File: config.mk
export PLATFORM = sky130hd
export DESIGN_NAME = sadc_core
export DESIGN_NICKNAME = d
export VERILOG_FILES = /design/src/rtl/sadc_fifo.v /design/src/rtl/sadc_core.v
export VERILOG_INCLUDE_DIRS = /design/src /design/src/rtl
export SDC_FILE = /design/constraint.sdc
export NUM_CORES = 1
export LEC_CHECK = 0
export ABC_CLOCK_PERIOD_IN_PS = 3500
export BUFFER_PORTS_ARGS = -buffer_cell sky130_fd_sc_hd__buf_2
export CAP_MARGIN = 20
export CELL_PAD_IN_SITES_DETAIL_PLACEMENT = 2
export CELL_PAD_IN_SITES_GLOBAL_PLACEMENT = 2
export CORE_ASPECT_RATIO = 0.8
export CORE_UTILIZATION = 43
export DETAILED_ROUTE_END_ITERATION = 7
export PLACE_DENSITY_LB_ADDON = 0.1
export SYNTH_ARGS = -nofsm -noshare
export SYNTH_HDL_FRONTEND = slang
export SYNTH_HIERARCHICAL = 1
export SYNTH_SLANG_ARGS = --single-unit
File: constraint.sdc
create_clock -name sys_clk -period 3.5 [get_ports sys_clk]
set_input_delay 0.7 -clock sys_clk [delete_from_list [all_inputs] [get_ports sys_clk]]
set_output_delay 0.7 -clock sys_clk [all_outputs]
set_load 0.01 [all_outputs]
File: src/rtl/sadc_consts.vh
// Constants for the serial ADC conversion interface
`ifndef SADC_CONSTS_VH
`define SADC_CONSTS_VH
`define SADC_CTL_START 7
`define SADC_CTL_CH_HI 6
`define SADC_CTL_CH_LO 4
`define SADC_CTL_POL 3
`define SADC_CTL_CFG 2
`define SADC_CTL_PWR 1
`define SADC_CTL_CLK 0
`define SADC_INT_CONV_NS 25000
`define SADC_CLK_NS 10
`define SADC_INT_CONV_CYC (`SADC_INT_CONV_NS / `SADC_CLK_NS)
`define SADC_FIFO_DEPTH 16
`endif

File: src/rtl/sadc_fifo.v
// Result FIFO with valid/ready on both sides
`timescale 1ns/1ps
`default_nettype none
module sadc_fifo #(
  parameter WIDTH = 8,
  parameter DEPTH = 16,
  parameter AW = 4
) (
  input wire sys_clk,
  input wire rst,
  input wire [WIDTH-1:0] inData,
  input wire inValid,
  output wire inReady,
  output reg [WIDTH-1:0] outData,
  output wire outValid,
  input wire outReady
);
  reg [WIDTH-1:0] mem [0:DEPTH-1];
  reg [AW:0] wrPtr_q;
  reg [AW:0] rdPtr_q;
  wire [AW:0] count = wrPtr_q - rdPtr_q;
  wire doWr = inValid && inReady;
  wire doRd = outValid && outReady;
  assign inReady = (count != DEPTH[AW:0]);
  assign outValid = (count != {(AW+1){1'b0}});
  always @(posedge sys_clk) begin
    if (rst) begin
      wrPtr_q <= {(AW+1){1'b0}};
      rdPtr_q <= {(AW+1){1'b0}};
    end else begin
      if (doWr) wrPtr_q <= wrPtr_q + 1'b1;
      if (doRd) rdPtr_q <= rdPtr_q + 1'b1;
    end
  end
  always @(posedge sys_clk) begin
    if (doWr) mem[wrPtr_q[AW-1:0]] <= inData;
  end
  always @* begin
    outData = mem[rdPtr_q[AW-1:0]];
  end
endmodule
`default_nettype wire

File: src/rtl/sadc_core.v
// Serial command and readout logic of an 8-bit multi-channel SAR ADC
`timescale 1ns/1ps
`default_nettype none
`include "sadc_consts.vh"
module sadc_core #(
  parameter INT_CONV_CYC = `SADC_INT_CONV_CYC
) (
  input wire sys_clk,
  input wire rst,
  input wire csN,
  input wire serialClk,
  input wire serialIn,
  output reg serialOut,
  output reg serialOutEnN,
  output reg conversionStrobe,
  output reg conversionStrobeEnN,
  input wire [7:0] sampleIn,
  output wire [7:0] resultData,
  output wire resultValid,
  input wire resultReady,
  output reg [2:0] channelSel,
  output reg polaritySel,
  output reg inputConfigSel,
  output reg powerModeSel,
  output reg clockModeSel,
  output reg converting
);
  localparam ST_IDLE = 3'h0;
  localparam ST_SHIFT = 3'h1;
  localparam ST_EXT = 3'h2;
  localparam ST_INT = 3'h3;
  localparam ST_HOLD = 3'h4;

  ////////////////////////////////////////////////////////////////////////
  // Pin synchronisers
  reg [1:0] csSync_q;
  reg [1:0] sclkSync_q;
  reg [1:0] dinSync_q;
  reg sclkPrev_q;
  reg csPrev_q;
  always @(posedge sys_clk) begin
    if (rst) begin
      csSync_q <= 2'h3;
      sclkSync_q <= 2'h0;
      dinSync_q <= 2'h0;
      sclkPrev_q <= 1'b0;
      csPrev_q <= 1'b1;
    end else begin
      csSync_q <= {csSync_q[0], csN};
      sclkSync_q <= {sclkSync_q[0], serialClk};
      dinSync_q <= {dinSync_q[0], serialIn};
      sclkPrev_q <= sclkSync_q[1];
      csPrev_q <= csSync_q[1];
    end
  end
  wire csLow = ~csSync_q[1];
  wire sclkRise = sclkSync_q[1] & ~sclkPrev_q;
  wire sclkFall = ~sclkSync_q[1] & sclkPrev_q;
  wire csFallEv = csPrev_q & ~csSync_q[1];
  wire csRiseEv = ~csPrev_q & csSync_q[1];

  ////////////////////////////////////////////////////////////////////////
  // State
  reg [2:0] state_q;
  reg [7:0] ctl_q;
  reg [2:0] ctlCnt_q;
  reg ctlDone_q;
  reg [3:0] convCnt_q;
  reg [7:0] outSh_q;
  reg [7:0] sar_q;
  reg startOk_q;
  reg csToggled_q;
  reg [31:0] intCnt_q;
  reg [1:0] intFalls_q;
  reg intReady_q;
  reg fifoPush_q;
  reg [7:0] fifoWord_q;
  wire fifoInReady;

  // Coding: straight binary unipolar, two's complement bipolar
  // Coding follows the polarity bit of the byte just received
  wire [7:0] coded = ctl_q[`SADC_CTL_POL] ? sampleIn :
                     (sampleIn ^ 8'h80);

  // A new start bit may arrive when idle, after MSB out, or after abort
  wire startWin = (state_q == ST_IDLE) || (state_q == ST_HOLD) ||
                  startOk_q || csToggled_q;

  always @(posedge sys_clk) begin
    if (rst) begin
      state_q <= ST_IDLE;
      ctl_q <= 8'h00;
      ctlCnt_q <= 3'h0;
      ctlDone_q <= 1'b0;
      convCnt_q <= 4'h0;
      outSh_q <= 8'h00;
      sar_q <= 8'h00;
      startOk_q <= 1'b0;
      csToggled_q <= 1'b0;
      intCnt_q <= 32'h0;
      intFalls_q <= 2'h0;
      intReady_q <= 1'b0;
      fifoPush_q <= 1'b0;
      fifoWord_q <= 8'h00;
      serialOut <= 1'b0;
      conversionStrobe <= 1'b1;
      channelSel <= 3'h0;
      polaritySel <= 1'b1;
      inputConfigSel <= 1'b1;
      powerModeSel <= 1'b1;
      clockModeSel <= 1'b0;
      converting <= 1'b0;
    end else begin
      fifoPush_q <= 1'b0;
      if (csRiseEv && converting && clockModeSel)
        csToggled_q <= 1'b1;
      if (csFallEv && clockModeSel)
        conversionStrobe <= 1'b0;
      // Control byte shifting on rising edges while selected
      if (csLow && sclkRise) begin
        if (ctlCnt_q == 3'h0 && !ctlDone_q) begin
          if (dinSync_q[1] && startWin) begin
            ctl_q <= 8'h01;
            ctlCnt_q <= 3'h1;
            startOk_q <= 1'b0;
          end
        end else if (!ctlDone_q) begin
          ctl_q <= {ctl_q[6:0], dinSync_q[1]};
          ctlCnt_q <= ctlCnt_q + 3'h1;
          if (ctlCnt_q == 3'h7)
            ctlDone_q <= 1'b1;
        end
      end
      // Conversion start only on the fall after the clock-mode bit
      if (sclkFall && ctlDone_q) begin
        ctlDone_q <= 1'b0;
        ctlCnt_q <= 3'h0;
        csToggled_q <= 1'b0;
        channelSel <= ctl_q[`SADC_CTL_CH_HI:`SADC_CTL_CH_LO];
        polaritySel <= ctl_q[`SADC_CTL_POL];
        inputConfigSel <= ctl_q[`SADC_CTL_CFG];
        powerModeSel <= ctl_q[`SADC_CTL_PWR];
        clockModeSel <= ctl_q[`SADC_CTL_CLK];
        converting <= 1'b1;
        sar_q <= coded;
        convCnt_q <= 4'h0;
        if (ctl_q[`SADC_CTL_CLK]) begin
          state_q <= ST_EXT;
          conversionStrobe <= 1'b1;
          serialOut <= 1'b0;
        end else begin
          state_q <= ST_INT;
          intCnt_q <= 32'h0;
          intReady_q <= 1'b0;
          conversionStrobe <= 1'b0;
        end
      end else begin
        case (state_q)
          ST_IDLE: begin
            if (sclkFall) serialOut <= 1'b0;
          end
          ST_SHIFT: begin
            state_q <= ST_IDLE;
          end
          ST_EXT: begin
            // Strobe for two falls, then eight result bits, then zeros
            if (sclkFall) begin
              convCnt_q <= convCnt_q + 4'h1;
              if (convCnt_q == 4'h0) begin
                conversionStrobe <= 1'b1;
              end else if (convCnt_q == 4'h1) begin
                conversionStrobe <= 1'b0;
                serialOut <= sar_q[7];
                outSh_q <= {sar_q[6:0], 1'b0};
                startOk_q <= 1'b1;
              end else if (convCnt_q < 4'h9) begin
                serialOut <= outSh_q[7];
                outSh_q <= {outSh_q[6:0], 1'b0};
                if (convCnt_q == 4'h8) begin
                  converting <= 1'b0;
                  fifoPush_q <= 1'b1;
                  fifoWord_q <= sar_q;
                  state_q <= ST_HOLD;
                end
              end
            end
            if (csRiseEv && convCnt_q < 4'h8) begin
              state_q <= ST_IDLE;
              converting <= 1'b0;
            end
          end
          ST_INT: begin
            // Conversion on the internal clock, not disturbed by deselect
            if (!intReady_q) begin
              intCnt_q <= intCnt_q + 32'h1;
              if (intCnt_q >= INT_CONV_CYC - 1) begin
                intReady_q <= 1'b1;
                conversionStrobe <= 1'b1;
                converting <= 1'b0;
                intFalls_q <= 2'h0;
                fifoPush_q <= 1'b1;
                fifoWord_q <= sar_q;
              end
            end else if (sclkFall) begin
              if (intFalls_q == 2'h0) begin
                intFalls_q <= 2'h1;
              end else if (intFalls_q == 2'h1) begin
                intFalls_q <= 2'h2;
                serialOut <= sar_q[7];
                outSh_q <= {sar_q[6:0], 1'b0};
                convCnt_q <= 4'h1;
                startOk_q <= 1'b1;
              end else begin
                serialOut <= outSh_q[7];
                outSh_q <= {outSh_q[6:0], 1'b0};
                convCnt_q <= convCnt_q + 4'h1;
                if (convCnt_q == 4'h7) state_q <= ST_HOLD;
              end
            end
          end
          ST_HOLD: begin
            if (sclkFall) serialOut <= 1'b0;
          end
          default: state_q <= ST_IDLE;
        endcase
      end
    end
  end

  ////////////////////////////////////////////////////////////////////////
  // Output enables (low while driving)
  always @(posedge sys_clk) begin
    if (rst) begin
      serialOutEnN <= 1'b1;
      conversionStrobeEnN <= 1'b0;
    end else begin
      serialOutEnN <= ~csLow;
      conversionStrobeEnN <= clockModeSel & ~csLow;
    end
  end

  ////////////////////////////////////////////////////////////////////////
  // Result buffering
  sadc_fifo #(
    .WIDTH(8),
    .DEPTH(`SADC_FIFO_DEPTH),
    .AW(4)
  ) resultFifo (
    .sys_clk(sys_clk),
    .rst(rst),
    .inData(fifoWord_q),
    .inValid(fifoPush_q),
    .inReady(fifoInReady),
    .outData(resultData),
    .outValid(resultValid),
    .outReady(resultReady)
  );
  wire unusedReady = fifoInReady;
endmodule
`default_nettype wire

After elaboration in Yosys (flattened, before gate mapping)

Memory sizes are Yosys's and may differ from the RTL's. A register that Yosys moved wholly into a read port is not among the register bits.
Index checks and enable logic that the tools add are counted.

Register bits: 109
Bits in writable memories: 128
Bits of input ports: 14
Output and inout port bits: 21
Logic and storage cells: 247
Memories kept: 1

Add/subtract/negate cells: 6
Magnitude comparators: 3
Equality and inequality tests: 44
Muxes and demuxes: 114
Bitwise logic cells: 12
Reduce and logical (&&, ||, !) cells: 37

Memory list:

| name           | depth | bits a word | rd ports | clocked after Yosys merged registers in | wr ports | RTL line       | text |
|---|---|---|---|---|---|---|---|
| resultFifo.mem | 16    | 8           | 1        | 1                                       | 1        | sadc_fifo.v:18 | `reg [WIDTH-1:0] mem [0:DEPTH-1];` |

Operator list:

| operator                                                                 | number |
|---|---|
| 32-bit 2-to-1 mux                                                        | 4 |
| 8-bit 2-to-1 mux                                                         | 16 |
| 1-bit 2-to-1 mux                                                         | 55 |
| 3-bit 2-to-1 mux                                                         | 15 |
| 32-bit by 1-bit adder with 32-bit output (second input constant)         | 1 |
| 32-bit by 12-bit >= comparator with 1-bit output (second input constant) | 1 |
| 8-bit case mux with 2 select lines                                       | 2 |
| 3-bit inequality test (second input constant)                            | 10 |
| 4-bit 2-to-1 mux                                                         | 7 |
| 2-bit inequality test (second input constant)                            | 13 |
| 4-bit inequality test (second input constant)                            | 6 |
| 7-bit 2-to-1 mux                                                         | 3 |
| 9-bit AND reduction                                                      | 2 |
| 8-bit AND reduction                                                      | 2 |
| 11-bit AND reduction                                                     | 1 |
| 5-bit by 1-bit adder with 5-bit output (second input constant)           | 2 |
| 1-bit logical AND                                                        | 10 |
| 2-bit 2-to-1 mux                                                         | 5 |
| 5-bit AND reduction                                                      | 2 |
| 3-bit case mux with 3 select lines                                       | 1 |
| 4-bit less-than comparator (second input constant)                       | 2 |
| 2-bit by 1-bit inequality test with 1-bit output (second input constant) | 4 |
| 1-bit case mux with 2 select lines                                       | 4 |
| 4-bit case mux with 2 select lines                                       | 1 |
| other kinds (26)                                                         | 47 |

Longest topological paths before layout

Word-level depth: 14
Mapped depth: 9

Modules after synthesis

The synthesis kept the hierarchy.

By module, submodules not included:

| module    | instances | cells each | area each (um^2) |
|---|---|---|---|
| sadc_fifo | 1         | 290        | 5,744.3 |
| sadc_core | 1         | 542        | 4,670.7 |

Worst setup path before layout

No wires, ideal clock.

Path type: register to register
Start: register resultFifo.wrPtr_q[0]
End: memory resultFifo.mem[0][0], enable pin
Setup time: 383 ps
Data arrival time: 2,279 ps
Data required time: 3,117 ps
Path slack: 837 ps
Cell stages (with the launch flop): 10
Clock period less this slack: 2,663 ps
Path through: dfxtp_1 -> inv_1 -> ha_1 -> nor2b_4 -> o22ai_2 -> xnor2_1 -> o41a_1 -> buf_6 -> nand2_1 -> nor3_1

Longest elaborated chain between the ends: 5

RTL lines:

| element                                | RTL line       | text |
|---|---|---|
| start: declaration                     | sadc_fifo.v:19 | `reg [AW:0] wrPtr_q;` |
| start signal: assignment               | sadc_fifo.v:28 | `wrPtr_q <= {(AW+1){1'b0}};` |
| start signal: assignment               | sadc_fifo.v:31 | `if (doWr) wrPtr_q <= wrPtr_q + 1'b1;` |
| 5-bit subtractor                       | sadc_fifo.v:21 | `wire [AW:0] count = wrPtr_q - rdPtr_q;` |
| 5-bit inequality test                  | sadc_fifo.v:24 | `assign inReady = (count != DEPTH[AW:0]);` |
| 1-bit logical AND                      | sadc_fifo.v:22 | `wire doWr = inValid && inReady;` |
| 1-bit 2-to-1 mux                       | sadc_fifo.v:36 | `if (doWr) mem[wrPtr_q[AW-1:0]] <= inData;` |
| 1-bit 2-to-1 mux (not written as such) | sadc_fifo.v:36 |  |
| end: declaration                       | sadc_fifo.v:18 |  |

Several ways; a longest one is shown, not always the timed one.

Final worst setup path

Start: register resultFifo.wrPtr_q[2]
End: output port resultValid

Longest elaborated chain between the ends: 2

RTL lines:

| element            | RTL line       | text |
|---|---|---|
| 5-bit subtractor   | sadc_fifo.v:21 |  |
| 5-bit nonzero test | sadc_fifo.v:25 | `assign outValid = (count != {(AW+1){1'b0}});` |
| end: declaration   | sadc_core.v:19 | `output wire resultValid,` |

Every way passes these cells.

==> results.md <==
## Yosys
* **synthesized instance count** 831
* **mapped cell area** 10400 um^2
* **Avg Cell Area, Syn** 12.5 um^2
* **Synthesized Nets** 862
* **yosys warns** 6

## Clock tree
* **TritonCTS clock tree** yes
* **clock edge transition at the registers on the reported setup and hold paths** 0.06 ns
* **number of buffers on the longest clock path** 3
* **clock tree root buffer cell** clkbuf_16
* **htree depth** 1
* **clock latency on the worst-skew pair** 0.53 ns
* **TritonCTS Sinks** 240
* **clock buffer count from CTS** 25
* **cts-stage hold buffer count** 0

## Timing
* **max-slew violation total from the final report** 0
* **Final setup violation count** 0
* **smallest setup slack after layout** 0.236 ns
* **final clock skew** 0.0189 ns
* **maximum clock rate** 306 MHz
* **min Tclk post-route** 3.26 ns
* **RSZ-0062 raised after global routing** no
* **total count of hold-check failures in the final report** 0
* **worst hold-check slack** 0.369 ns
* **tightest slew margin relative to the limit** 0.318
* **post-route fraction of the period consumed by the critical path** 0.932
* **Least-Margin Pin Slew** 1.02 ns
* **sum of negative setup slack** 0 ns

## Critical path
* **kind of critical path** reg -> out
* **terminus of the critical flop-to-flop path** resultFifo/mem[10][6]
* **Required @ worst endpoint** 2.80 ns
* **data arrival time of the worst path** 2.56 ns
* **critical-path cell with the highest stage delay** dfxtp_1
* **CP top delay family** flip-flops
* **r2r worst-path depth** 7
* **maximum cell stage delay along the critical path** 0.66 ns
* **CP Launch Type** flip-flop
* **Buf/Inv on CP** 1
* **Reg-to-Reg Start** resultFifo/wrPtr_q[2]
* **Worst R2R Setup Slack** 0.42 ns
* **capturing element type of the critical path** output pin
* **critical path cell sequence** ha_1 > or2_1 > o22ai_2 > xnor2_1 > nor2_1 > o21ai_0 > buf_2
* **maximum fanout encountered on the critical timing path** 12

## Power and ir drop
* **worst supply voltage drop on vdd** 0.000346 V
* **post-route total power** 6.37 mW
* **leakage power** 3.58 nW
* **pwr/cell area** 540 nW/um^2

## Placement
* **DP Wirelength** 19800 um
* **Routability Congestion** 0.841
* **number of I/O port buffers** 34
* **pre-CTS setup slack** 0.161 ns
* **total cell area at the placement stage** 10900 um^2
* **placed insts** 1150

## Cells and area
* **post-route insts no fill** 1196
* **count of inserted antenna diode cells** 0
* **layout cells sized above 1** 0.190
* **final-layout fill cell count** 2282
* **number of nets in the layout** 896
* **area growth from synthesis to layout** 13.3%
* **FF+latch area** 6090 um^2
* **fin area** 11800 um^2
* **share of the core filled with cells in the final layout** 0.500
* **area occupied by multi-input gates** 4060 um^2

## Die
* **Die H** 141 um
* **Die Width** 176 um
* **initial standard-cell utilization of the core** 0.441
* **area of the die** 24800 um^2
* **placeable core region** 23600 um^2
* **row count** 50
* **IO Count** 35

## Global route
* **total routing resource utilization after global routing** 0.253
* **GRT overflow** 0
* **maximum number of pins on one net before global-route repair** 75
* **first-pass GRT wire length** 47500 um
* **vias in the first global route** 7642
* **antenna violations before repair** 0

## Routing
* **routed length per placed instance** 25.4 um
* **number of detailed-routing iterations run before antenna repair** 5
* **# DRC** 0
* **number of nets with antenna violations after routing** 0
* **Via Count** 7045
* **initial DRC count** 607
* **detail-routed via count per cell** 5.89
* **aggregate routed wire length** 30300 um

## Job
* **Max Cap Viol** 0

## Run status
* **status** finished clean

## Worst hold path
* **class of the tightest hold or removal check** in -> reg
* **startpoint of the lowest-slack hold path** csN
* **Hold Crit Endpoint** csSync_q[0]
* **number of stages on the worst hold path** 2

[state kept, by name, summed over array words and instances, names as in the netlist, 4 cells and up, named ones only]
name	count
ctl_q	7
outSh_q	7
resultFifo/rdPtr_q	5
convCnt_q	4
intCnt_q	32
sar_q	8
fifoWord_q	8
resultFifo/wrPtr_q	5
resultFifo/mem	128
[timing repair]
| action | in CTS | in global routing |
|---|---|---|
| gates cloned | 0 | 0 |
| setup endpoints to repair | 8 | 32 |
| gates resized for setup | 1 | 3 |
| setup buffers | 0 | 0 |
| pin swaps | 0 | 0 |
[cells in the final DEF (no fill, tap or decap), types with 17 or more instances in the layout]
| cell type | instances |
|---|---|
| nor2b_1 | 17 |
| edfxtp_1 | 128 |
| nand2b_1 | 30 |
| nor2_1 | 76 |
| nand2_1 | 52 |
| buf_2 | 34 |
| dfxtp_1 | 111 |
| mux2i_1 | 19 |
| mux4_2 | 40 |
| ha_1 | 17 |
| clkbuf_16 | 25 |
| inv_1 | 18 |
| a21oi_1 | 41 |
| nand3_1 | 21 |
[routing by layer]
metal	track usage	up-vias	share of wire	wire length, um
met5	0	-	0	0
met4	0.0627	0	0.025	747
met3	0.0267	46	0.031	950
met2	0.449	160	0.50	15300
met1	0.330	3653	0.44	13400
li1	-	3186	-	-
[worst reg2reg max path, cell delays in order, from the launching register on]
cell,delay [ns]
dfxtp_1,0.66
ha_1,0.33
or2_1,0.16
o22ai_2,0.07
xnor2_1,0.42
o41a_2,0.39
nand2_1,0.25
nor2_2,0.44
[power by group]
group	switching [mW]	total (mW)	internal, mW
sequential	0.0393	3.00	2.96
clock	1.13	2.79	1.67
combinational	0.332	0.585	0.253
[how the worst max path moves through the flow]
stage / from / to / slack (ns) / depth (start not counted)
3_5_place_dp: resultFifo/wrPtr_q[2] / resultFifo/mem[10][7] / 0.16 / 7
4_1_cts: resultFifo/wrPtr_q[2] / resultFifo/mem[8][5] / 0.09 / 7
3_3_place_gp: resultFifo/wrPtr_q[2] / resultFifo/mem[10][7] / 0.48 / 7
6_report: resultFifo/wrPtr_q[2] / resultValid / 0.24 / 7
5_1_grt: resultFifo/wrPtr_q[2] / resultValid / 0.04 / 7
2_1_floorplan: resultFifo/wrPtr_q[0] / resultFifo/mem[0][0] / 0.84 / 9
[layout make-up]
cell class | count | share of cell area
Inverter | 18 | 0.00573
Clock inverter | 17 | 0.0159
Sequential cell | 240 | 0.516
Timing Repair Buffer | 52 | 0.0280
Clock buffer | 29 | 0.0569
Tap cell | 312 | 0.0331
Multi-Input combinational cell | 528 | 0.344
No activity file was read; power rests on OpenSTA's default activity.
